File: config.mk
export PLATFORM = sky130hd
export DESIGN_NAME = rsmc_core
export DESIGN_NICKNAME = d
export VERILOG_FILES = /design/src/pkg/rsmc_pkg.sv /design/src/core/rsmc_core.sv /design/src/core/rsmc_sync.sv
export SDC_FILE = /design/constraint.sdc
export NUM_CORES = 1
export LEC_CHECK = 0
export ABC_AREA = 0
export BUFFER_PORTS_ARGS = -buffer_cell sky130_fd_sc_hd__buf_2
export CAP_MARGIN = 0
export CORE_ASPECT_RATIO = 1.25
export CORE_MARGIN = 4
export CORE_UTILIZATION = 53
export DETAILED_ROUTE_END_ITERATION = 16
export GPL_TIMING_DRIVEN = 0
export HOLD_SLACK_MARGIN = 0.03
export PLACE_DENSITY = 0.75
export SYNTH_ARGS = -nofsm -noshare
export SYNTH_HDL_FRONTEND = slang
export SYNTH_HIERARCHICAL = 1
export SYNTH_SLANG_ARGS = --single-unit
File: constraint.sdc
create_clock -name mclk -period 2.03 [get_ports mclk]
set_input_delay 0.406 -clock mclk [delete_from_list [all_inputs] [get_ports mclk]]
set_output_delay 0.406 -clock mclk [all_outputs]
set_load 0.1 [all_outputs]
File: src/pkg/rsmc_pkg.sv
// constants, field layouts and types of the radio state machine configuration
package rsmc_pkg;
	// ======================================================
	// register map and reset values
	localparam logic [5:0] ADDR_PKT_CFG = 6'h17;
	localparam logic [5:0] ADDR_CAL_CFG = 6'h18;
	localparam logic [7:0] PKT_CFG_RST = 8'h30;
	localparam logic [7:0] CAL_CFG_RST = 8'h04;
	// bits 7:6 of both registers are reserved and read as zero
	localparam logic [7:0] CFG_WMASK = 8'h3f;
	localparam logic [7:0] RD_NONE = 8'h00;
	// idle pin levels {cs_n, sclk, mosi, crystal_stable} held in reset
	localparam logic [3:0] PIN_IDLE = 4'h8;

	// ======================================================
	// serial header layout and bit positions
	localparam int HDR_READ_BIT = 7;
	localparam int ADDR_MSB = 5;
	localparam logic [3:0] HDR_LAST = 4'h7;
	localparam logic [3:0] DATA_FIRST = 4'h8;
	localparam logic [3:0] DATA_LAST = 4'hf;

	// ======================================================
	// clear channel selection
	localparam logic [1:0] CLR_ALWAYS = 2'h0;
	localparam logic [1:0] CLR_RSSI = 2'h1;
	localparam logic [1:0] CLR_NO_PKT = 2'h2;
	localparam logic [1:0] CLR_BOTH = 2'h3;

	// ======================================================
	// next state after a received packet
	localparam logic [1:0] RXEND_IDLE = 2'h0;
	localparam logic [1:0] RXEND_SYNTH = 2'h1;
	localparam logic [1:0] RXEND_TX = 2'h2;
	localparam logic [1:0] RXEND_STAY = 2'h3;
	// next state after a sent packet
	localparam logic [1:0] TXEND_IDLE = 2'h0;
	localparam logic [1:0] TXEND_SYNTH = 2'h1;
	localparam logic [1:0] TXEND_STAY = 2'h2;
	localparam logic [1:0] TXEND_RX = 2'h3;

	// ======================================================
	// automatic synthesizer calibration
	localparam logic [1:0] CAL_NEVER = 2'h0;
	localparam logic [1:0] CAL_FROM_IDLE = 2'h1;
	localparam logic [1:0] CAL_TO_IDLE = 2'h2;
	localparam logic [1:0] CAL_EVERY4 = 2'h3;
	// returns to idle are counted 0..3, calibration on the fourth
	localparam logic [1:0] CAL_LAST = 2'h3;

	// ======================================================
	// power-on wait: six-bit ripple counter and expiry targets
	localparam logic [5:0] RIPPLE_MAX = 6'h3f;
	localparam logic [8:0] PO_EXP_0 = 9'h001;
	localparam logic [8:0] PO_EXP_1 = 9'h010;
	localparam logic [8:0] PO_EXP_2 = 9'h040;
	localparam logic [8:0] PO_EXP_3 = 9'h100;

	// ======================================================
	// types
	typedef enum logic [2:0] {
		ST_IDLE,
		ST_RX,
		ST_TX,
		ST_SYNTH_ON_TX_READY,
		ST_SLEEP
	} rsmc_state_e;

	typedef struct packed {
		logic [1:0] reserved;
		logic [1:0] clear_channel_select;
		logic [1:0] after_receive_next_state;
		logic [1:0] after_transmit_next_state;
	} rsmc_pkt_cfg_s;

	typedef struct packed {
		logic [1:0] reserved;
		logic [1:0] synth_auto_calibration;
		logic [1:0] power_on_expire_count;
		logic pin_radio_control_enable;
		logic crystal_keep_on_sleep;
	} rsmc_cal_cfg_s;

	// command strobes, one-cycle pulses from the radio controller
	typedef struct packed {
		logic go_rx;
		logic go_tx;
		logic go_synth;
		logic go_idle;
		logic go_sleep;
		logic calibrate_strobe;
	} rsmc_cmd_s;

	// packet end events, one-cycle pulses from the modem
	typedef struct packed {
		logic rx_end;
		logic tx_end;
	} rsmc_evt_s;
endpackage

File: src/core/rsmc_core.sv
// register file and radio control logic of the state machine configuration
`timescale 1ns/100ps
// Function
// - clear channel is always, rssi below threshold, no packet, or both.
// - the selected clear test drives the clear output; select resets to 3.
// - after a received packet go to idle, synth ready, transmit or stay.
// - after a sent packet go to idle, synth ready, resend preamble or rx.
// - auto calibration never, on leaving idle, or on returning to idle.
// - setting 3 calibrates on every fourth return from rx or tx to idle.
// - ready goes low after 1, 16, 64 or 256 ripple counter expiries.
// - the power-on wait counts crystal clock cycles, not fixed time.
// - pin radio control enable bit resets to zero and enables pin control.
// - keep-on bit keeps the crystal running in sleep; resets to zero.
module rsmc_core (
	input wire logic mclk,
	input wire logic srst,
	input wire logic spi_cs_n,
	input wire logic spi_sclk,
	input wire logic spi_mosi,
	output logic spi_miso,
	output logic spi_miso_oe,
	input wire rsmc_pkg::rsmc_cmd_s cmd,
	input wire rsmc_pkg::rsmc_evt_s evt,
	input wire logic rssi_below_thresh,
	input wire logic pkt_receiving,
	input wire logic crystal_stable,
	output logic channel_clear_flag,
	output logic chip_ready_n,
	output rsmc_pkg::rsmc_state_e radio_state,
	output logic cal_start,
	output logic preamble_start,
	output logic crystal_oscillator_en,
	output logic pin_radio_control_en
);
	// ======================================================
	// pin synchronisers
	logic [3:0] pins_s;
	logic cs_n_s;
	logic sclk_s;
	logic mosi_s;
	logic crystal_s;

	rsmc_sync #(
		.W(4),
		.RST(rsmc_pkg::PIN_IDLE)
	) i_rsmc_sync (
		.mclk(mclk),
		.srst(srst),
		.d({spi_cs_n, spi_sclk, spi_mosi, crystal_stable}),
		.q(pins_s)
	);

	assign cs_n_s = pins_s[3];
	assign sclk_s = pins_s[2];
	assign mosi_s = pins_s[1];
	assign crystal_s = pins_s[0];

	// ======================================================
	// serial register port
	rsmc_pkg::rsmc_pkt_cfg_s pkt_cfg_q;
	rsmc_pkg::rsmc_cal_cfg_s cal_cfg_q;
	logic sclk_q;
	logic cs_n_q;
	logic [3:0] bit_cnt_q;
	logic [3:0] bit_cnt_d;
	logic [7:0] shin_q;
	logic [7:0] hdr_q;
	logic [7:0] shout_q;
	wire active;
	wire sclk_rise;
	wire sclk_fall;
	wire cs_start;
	wire hdr_done;
	wire byte_done;
	wire data_first;
	wire is_write;
	wire wr_pkt;
	wire wr_cal;
	wire [5:0] addr;
	wire [7:0] rx_byte;
	wire [7:0] wr_byte;
	wire [7:0] rd_byte;

	// edges are found on the synchronised copies only
	assign active = !cs_n_s;
	assign sclk_rise = active && sclk_s && !sclk_q;
	assign sclk_fall = active && !sclk_s && sclk_q;
	assign cs_start = active && cs_n_q;
	assign rx_byte = {shin_q[6:0], mosi_s};
	assign hdr_done = sclk_rise && (bit_cnt_q == rsmc_pkg::HDR_LAST);
	assign byte_done = sclk_rise && (bit_cnt_q == rsmc_pkg::DATA_LAST);
	assign data_first = sclk_fall && (bit_cnt_q == rsmc_pkg::DATA_FIRST);
	assign is_write = !hdr_q[rsmc_pkg::HDR_READ_BIT];
	assign addr = hdr_q[rsmc_pkg::ADDR_MSB:0];
	// further bytes in one frame repeat the access to the same address
	assign bit_cnt_d = byte_done ? rsmc_pkg::DATA_FIRST : bit_cnt_q + 4'h1;

	// address decode; unmapped addresses read zero and drop writes
	assign wr_pkt = byte_done && is_write && (addr == rsmc_pkg::ADDR_PKT_CFG);
	assign wr_cal = byte_done && is_write && (addr == rsmc_pkg::ADDR_CAL_CFG);
	assign wr_byte = rx_byte & rsmc_pkg::CFG_WMASK;
	assign rd_byte = (addr == rsmc_pkg::ADDR_PKT_CFG) ? pkt_cfg_q :
		(addr == rsmc_pkg::ADDR_CAL_CFG) ? cal_cfg_q : rsmc_pkg::RD_NONE;

	// shift in on rising sclk, shift out on falling sclk
	always_ff @(posedge mclk) begin
		if (srst) begin
			sclk_q <= 1'b0;
			cs_n_q <= 1'b1;
			bit_cnt_q <= '0;
			shin_q <= '0;
			hdr_q <= '0;
			shout_q <= '0;
			spi_miso <= 1'b0;
			spi_miso_oe <= 1'b0;
		end else begin
			sclk_q <= sclk_s;
			cs_n_q <= cs_n_s;
			spi_miso_oe <= active;
			if (!active) begin
				bit_cnt_q <= '0;
			end else if (sclk_rise) begin
				bit_cnt_q <= bit_cnt_d;
				shin_q <= rx_byte;
			end
			if (hdr_done) begin
				hdr_q <= rx_byte;
			end
			// status bit leads the header, register data follows it
			if (cs_start) begin
				spi_miso <= chip_ready_n;
				shout_q <= '0;
			end else if (data_first) begin
				spi_miso <= rd_byte[7];
				shout_q <= {rd_byte[6:0], 1'b0};
			end else if (sclk_fall) begin
				spi_miso <= shout_q[7];
				shout_q <= {shout_q[6:0], 1'b0};
			end
		end
	end

	always_ff @(posedge mclk) begin
		if (srst) begin
			pkt_cfg_q <= rsmc_pkg::PKT_CFG_RST;
			cal_cfg_q <= rsmc_pkg::CAL_CFG_RST;
		end else begin
			if (wr_pkt) begin
				pkt_cfg_q <= wr_byte;
			end
			if (wr_cal) begin
				cal_cfg_q <= wr_byte;
			end
		end
	end

	// ======================================================
	// clear channel assessment
	wire [1:0] clr_sel;
	wire clear_d;

	assign clr_sel = pkt_cfg_q.clear_channel_select;
	assign clear_d = (clr_sel == rsmc_pkg::CLR_ALWAYS) ? 1'b1 :
		(clr_sel == rsmc_pkg::CLR_RSSI) ? rssi_below_thresh :
		(clr_sel == rsmc_pkg::CLR_NO_PKT) ? !pkt_receiving :
		(rssi_below_thresh && !pkt_receiving);

	// ======================================================
	// radio state machine
	rsmc_pkg::rsmc_state_e state_d;
	logic preamble_d;

	// end events win over strobes in the same cycle
	always_comb begin
		state_d = radio_state;
		preamble_d = 1'b0;
		unique case (radio_state)
			rsmc_pkg::ST_IDLE: begin
				if (cmd.go_rx)
					state_d = rsmc_pkg::ST_RX;
				else if (cmd.go_tx)
					state_d = rsmc_pkg::ST_TX;
				else if (cmd.go_synth)
					state_d = rsmc_pkg::ST_SYNTH_ON_TX_READY;
				else if (cmd.go_sleep)
					state_d = rsmc_pkg::ST_SLEEP;
			end
			rsmc_pkg::ST_RX: begin
				if (evt.rx_end) begin
					unique case (pkt_cfg_q.after_receive_next_state)
						rsmc_pkg::RXEND_IDLE: state_d = rsmc_pkg::ST_IDLE;
						rsmc_pkg::RXEND_SYNTH:
							state_d = rsmc_pkg::ST_SYNTH_ON_TX_READY;
						rsmc_pkg::RXEND_TX: state_d = rsmc_pkg::ST_TX;
						rsmc_pkg::RXEND_STAY: state_d = rsmc_pkg::ST_RX;
					endcase
				end else if (cmd.go_idle)
					state_d = rsmc_pkg::ST_IDLE;
				else if (cmd.go_tx)
					state_d = rsmc_pkg::ST_TX;
			end
			rsmc_pkg::ST_TX: begin
				if (evt.tx_end) begin
					unique case (pkt_cfg_q.after_transmit_next_state)
						rsmc_pkg::TXEND_IDLE: state_d = rsmc_pkg::ST_IDLE;
						rsmc_pkg::TXEND_SYNTH:
							state_d = rsmc_pkg::ST_SYNTH_ON_TX_READY;
						rsmc_pkg::TXEND_STAY: preamble_d = 1'b1;
						rsmc_pkg::TXEND_RX: state_d = rsmc_pkg::ST_RX;
					endcase
				end else if (cmd.go_idle)
					state_d = rsmc_pkg::ST_IDLE;
			end
			rsmc_pkg::ST_SYNTH_ON_TX_READY: begin
				if (cmd.go_tx)
					state_d = rsmc_pkg::ST_TX;
				else if (cmd.go_rx)
					state_d = rsmc_pkg::ST_RX;
				else if (cmd.go_idle)
					state_d = rsmc_pkg::ST_IDLE;
			end
			rsmc_pkg::ST_SLEEP: begin
				if (cmd.go_idle)
					state_d = rsmc_pkg::ST_IDLE;
			end
			default: state_d = rsmc_pkg::ST_IDLE;
		endcase
	end

	// ======================================================
	// synthesizer calibration
	logic [1:0] cal_cnt_q;
	wire [1:0] cal_mode;
	wire leave_idle;
	wire back_idle;
	wire count_back;
	wire cal_d;

	assign cal_mode = cal_cfg_q.synth_auto_calibration;
	assign leave_idle = (radio_state == rsmc_pkg::ST_IDLE) &&
		(state_d != rsmc_pkg::ST_IDLE) && (state_d != rsmc_pkg::ST_SLEEP);
	assign back_idle = ((radio_state == rsmc_pkg::ST_RX) ||
		(radio_state == rsmc_pkg::ST_TX)) && (state_d == rsmc_pkg::ST_IDLE);
	assign count_back = back_idle && (cal_mode == rsmc_pkg::CAL_EVERY4);
	assign cal_d = (cmd.calibrate_strobe && radio_state == rsmc_pkg::ST_IDLE)
		|| (cal_mode == rsmc_pkg::CAL_FROM_IDLE && leave_idle)
		|| (cal_mode == rsmc_pkg::CAL_TO_IDLE && back_idle)
		|| (count_back && cal_cnt_q == rsmc_pkg::CAL_LAST);

	always_ff @(posedge mclk) begin
		if (srst) begin
			cal_cnt_q <= '0;
		end else if (count_back) begin
			cal_cnt_q <= cal_cnt_q + 2'h1;
		end
	end

	// ======================================================
	// power-on wait before chip ready
	logic [5:0] ripple_q;
	logic [8:0] expire_q;
	wire [8:0] expire_target;
	wire ready_now;
	wire [1:0] po_sel;

	assign po_sel = cal_cfg_q.power_on_expire_count;
	assign expire_target = (po_sel == 2'h0) ? rsmc_pkg::PO_EXP_0 :
		(po_sel == 2'h1) ? rsmc_pkg::PO_EXP_1 :
		(po_sel == 2'h2) ? rsmc_pkg::PO_EXP_2 : rsmc_pkg::PO_EXP_3;
	assign ready_now = (ripple_q == rsmc_pkg::RIPPLE_MAX) &&
		(expire_q + 9'h1 == expire_target);

	// counts clock cycles, so the wait scales with the crystal
	always_ff @(posedge mclk) begin
		if (srst || !crystal_s) begin
			ripple_q <= '0;
			expire_q <= '0;
			chip_ready_n <= 1'b1;
		end else begin
			ripple_q <= ripple_q + 6'h01;
			if (ripple_q == rsmc_pkg::RIPPLE_MAX) begin
				expire_q <= expire_q + 9'h001;
			end
			if (ready_now) begin
				chip_ready_n <= 1'b0;
			end
		end
	end

	// ======================================================
	// registered outputs
	// crystal stopped in sleep unless the keep-on bit is set
	always_ff @(posedge mclk) begin
		if (srst) begin
			radio_state <= rsmc_pkg::ST_IDLE;
			channel_clear_flag <= 1'b0;
			cal_start <= 1'b0;
			preamble_start <= 1'b0;
			crystal_oscillator_en <= 1'b1;
			pin_radio_control_en <= 1'b0;
		end else begin
			radio_state <= state_d;
			channel_clear_flag <= clear_d;
			cal_start <= cal_d;
			preamble_start <= preamble_d;
			crystal_oscillator_en <= (state_d != rsmc_pkg::ST_SLEEP) ||
				cal_cfg_q.crystal_keep_on_sleep;
			pin_radio_control_en <= cal_cfg_q.pin_radio_control_enable;
		end
	end

	// ======================================================
	// checks
	logic [14:0] run_q;

	// helper: cycles the synchronised crystal has been stable
	always_ff @(posedge mclk) begin
		if (srst || !crystal_s)
			run_q <= '0;
		else if (run_q != 15'h7fff)
			run_q <= run_q + 15'h0001;
	end
endmodule // rsmc_core

File: src/core/rsmc_sync.sv
// two flip-flop synchroniser for asynchronous pin inputs
`timescale 1ns/100ps
module rsmc_sync #(
	parameter int W = 1,
	parameter logic [W-1:0] RST = '0
) (
	input wire logic mclk,
	input wire logic srst,
	input wire logic [W-1:0] d,
	output logic [W-1:0] q
);
	logic [W-1:0] meta_q;

	// first stage feeds only the second stage
	// reset to the idle level so no false edge follows reset
	always_ff @(posedge mclk) begin
		if (srst) begin
			meta_q <= RST;
			q <= RST;
		end else begin
			meta_q <= d;
			q <= meta_q;
		end
	end
endmodule // rsmc_sync

==> flow_summary.json <==
{
  "dp_cells": 484,
  "die-area_um2": 7530,
  "viasPerCell": 5.34,
  "num-fill-cells": 504,
  "insertion_delay_ps": 350,
  "vias": 2690,
  "required_ps": 2300,
  "skew_ps": 13.8,
  "start_kind": "register",
  "synthTopCellsByArea": "dfxtp_1 (46%), nor2_1 (6.7%), mux2i_1 (4.9%)",
  "grt_pass1_wl_mm": 11.2,
  "final_cells": 504,
  "synthArstFlopShare_pct": 0,
  "clkPwrFrac_pct": 42.5,
  "drtIter0Drc": 153,
  "synth_warnings": 6,
  "synth_top_cell_by_area": "dfxtp_1",
  "area_growth_pct": 18.3,
  "drt-pass1-iter-count": 4,
  "hold_viol": 0,
  "slew-limit-headroom_pct": 59.3,
  "cts_buffers": 9,
  "final-setup-viol-count": 1,
  "endpoint_kind": "register",
  "grt_pass1_vias": 2558,
  "final_nets": 441,
  "fin_crit_sh_pct": 102,
  "cts_max_level": 3,
  "comb_power_share_pct": 7.8,
  "maxSlewViolCount": 0,
  "root_buffer": "clkbuf_8",
  "fin_setup_tns_ps": -30.5,
  "crit_arrival_ps": 2330,
  "final.setup.worst_slack_ps": -30.5,
  "synth_top_area_share_pct": 45.7,
  "synthCells": 376,
  "ant_nets": 0,
  "dp_hpwl_mm": 4.69,
  "rsz0062_at_grt": "yes",
  "final_common_cell": "dfxtp_1",
  "port_buffers": 26,
  "die_h_um": 96.0,
  "critPathKind": "reg -> reg",
  "row_count": 31,
  "cts_tree": "yes",
  "cts_num_sinks": 75,
  "ys.flop_type": "dfxtp_1",
  "diodes": 0,
  "switchingPower_mw": 0.688,
  "syn-num-nets": 400,
  "clkTransAtPathRegs_ps": 70,
  "power.internal_mw": 2.32,
  "final_cell_mix": "dfxtp_1 (70), nor2_1 (58), nand2_1 (29)",
  "r2r_end": "cal_cnt_q[0]$_SDFFE_PP0P_",
  "syn_area_um2": 3290,
  "reg2reg_from": "radio_state[0]$_SDFF_PP0_",
  "min-delay-path-class": "in -> reg",
  "netSwitchingFraction_pct": 22.9,
  "die_w_um": 78.4,
  "cts.path.max_buffers": 2,
  "multi_input_area_um2": 1760,
  "whs_path_depth": 2,
  "critPathMaxStageDelay_ps": 510,
  "synth-edff-count": 0,
  "gp_congestion": 0.770,
  "r2r_slack_ps": -30,
  "clock.fmax_mhz": 485,
  "crit_buf_inv": 1,
  "max_cap_viol_count": 0,
  "antenna_found_initial": 0,
  "r2r_cells": 7,
  "ys_seq_elements": 75,
  "crit_chain": "buf_6 -> and3b_1 -> a32o_1 -> a31oi_2 -> or4b_4 -> or3_1 -> a21oi_1",
  "io_pins": 27,
  "grt_max_degree": 13,
  "finalPower_mw": 3.01,
  "seqPwrFrac_pct": 49.7,
  "core_um2": 5900,
  "crit_family": "simple AND/OR/NAND/NOR gates",
  "holdBufCountCts": 0,
  "peakVddDrop_v": 0.000587,
  "worst_slew_pin_slew_ps": 611,
  "status": "finished, violations left",
  "grt-ovfl-total": 0,
  "register_area_um2": 1520,
  "yosysUniqueCellTypes": 49,
  "routedWlPerCell_um": 13.6,
  "drc": 0,
  "routed_wl_mm": 6.85,
  "slowest_stage": "or4b_4",
  "grtUsageTotal_pct": 19.2,
  "layout-drive-gt1-share_pct": 17.3,
  "start_util_pct": 55.7,
  "holdPathEnd": "i_rsmc_sync/meta_q[3]$_SDFF_PP1_",
  "yosysSeqAreaShare_pct": 45.7,
  "syn_area_per_cell_um2": 8.74,
  "violations": "setup timing",
  "powerDensity_nw_per_um2": 773,
  "leakage_nw": 1.44,
  "critPathMaxFanout": 9,
  "period_needed_ps": 2060,
  "min_from": "spi_cs_n"
}
==> cell usage after synthesis, types with 3 or more instances <==
cell type	instances
dfxtp_1	75
nor2_1	59
nand2_1	31
a21oi_1	25
mux2i_1	16
nor2b_1	14
clkbuf_1	13
nand2b_1	12
inv_1	10
nand3_1	10
and3_1	9
xor2_1	9
a22oi_1	8
ha_1	8
o21ai_0	8
xnor2_1	8
a211oi_1	7
nor3_1	5
a211o_1	4
nand4_1	4
nor4_1	4
o211ai_1	3
or2_1	3
==> final cells by class <==
class / instances / share of cell area (%)
Clock buffer: 11 / 3.90
Clock inverter: 5 / 1.93
Multi-Input combinational cell: 275 / 45.4
Tap cell: 82 / 2.64
Sequential cell: 75 / 39.1
Inverter: 10 / 0.966
Buffer: 15 / 1.84
Timing Repair Buffer: 31 / 4.31
==> cell families (layout without fill, tap and decap cells) <==
group                    count (synthesis)  in the layout  synth area share [%]
flip-flops                              75             75                  45.7
AND/OR/NAND/NOR                        168            168                  25.6
AO/OA/AOI/OAI                           65             65                  12.8
XOR/XNOR                                17             17                  4.53
adder cells (fa/ha/maj)                  8              8                  3.05
buffers and inverters                   26             72                  3.12
multiplexers                            17             17                  5.22
==> registers in the layout, indices dropped and copies added (netlist names), 4 cells and up <==
name,flops
expire_q,9
hdr_q,7
shin_q,7
shout_q,7
ripple_q,6
bit_cnt_q,4
i_rsmc_sync/meta_q,4
i_rsmc_sync/q,4
pkt_cfg_q,4
==> timing repair <==
item	4_1_cts	5_1_grt
buffers inserted	3	2
gates resized for setup	9	10
pin swaps	6	3
endpoints found under the setup margin	22	20
==> power groups by stage <==
stage	registers (mW)	logic [mW]	clock network, mW
after CTS	1.49	0.224	1.30
after floorplan	1.60	0.0951	0
final	1.49	0.233	1.28
after detailed placement	1.53	0.214	0
after global placement	1.53	0.212	0
after global routing	1.50	0.251	1.36
==> per-layer routing <==
metal	global-route usage [%]	share of wire, %	up-vias
met3	4.21	3.3	15
met5	0	0	-
li1	-	-	1392
met2	34.1	50	45
met1	21.3	44	1238
met4	11.1	2.5	0
==> worst max path at each step <==
stage,startpoint,end,cells after the start
6_report,radio_state[0]$_SDFF_PP0_,cal_cnt_q[0]$_SDFFE_PP0P_,7
5_1_grt,radio_state[0]$_SDFF_PP0_,cal_cnt_q[0]$_SDFFE_PP0P_,7
4_1_cts,pkt_cfg_q[2]$_SDFFE_PP0P_,cal_cnt_q[0]$_SDFFE_PP0P_,8
3_5_place_dp,hdr_q[5]$_SDFFE_PP0P_,po_sel[0]$_SDFFE_PP1P_,4
3_3_place_gp,hdr_q[5]$_SDFFE_PP0P_,po_sel[0]$_SDFFE_PP1P_,4
2_1_floorplan,radio_state[0]$_SDFF_PP0_,cal_cnt_q[0]$_SDFFE_PP0P_,7
==> worst register-to-register path, stage by stage (launching register included) <==
cell and delay (ps):
dfxtp_4 340, buf_6 130, and3b_1 170, a32o_1 210
a31oi_2 160, or4b_4 510, or3_1 330, a21oi_1 140
==> metrics by stage <==
stage	hold slack (ps)	setup WS (ps)	instance area, um2	utilization, %
floorplan	383	-77.1	3320	-
global route	223	-85.2	3890	65.9
finish	236	-30.5	3890	65.9
CTS	224	-1.50	3830	64.9
global placement	387	-354	3550	60.2
detailed placement	391	-383	3550	60.2
Note: power is estimated with default switching activity, not from simulation.
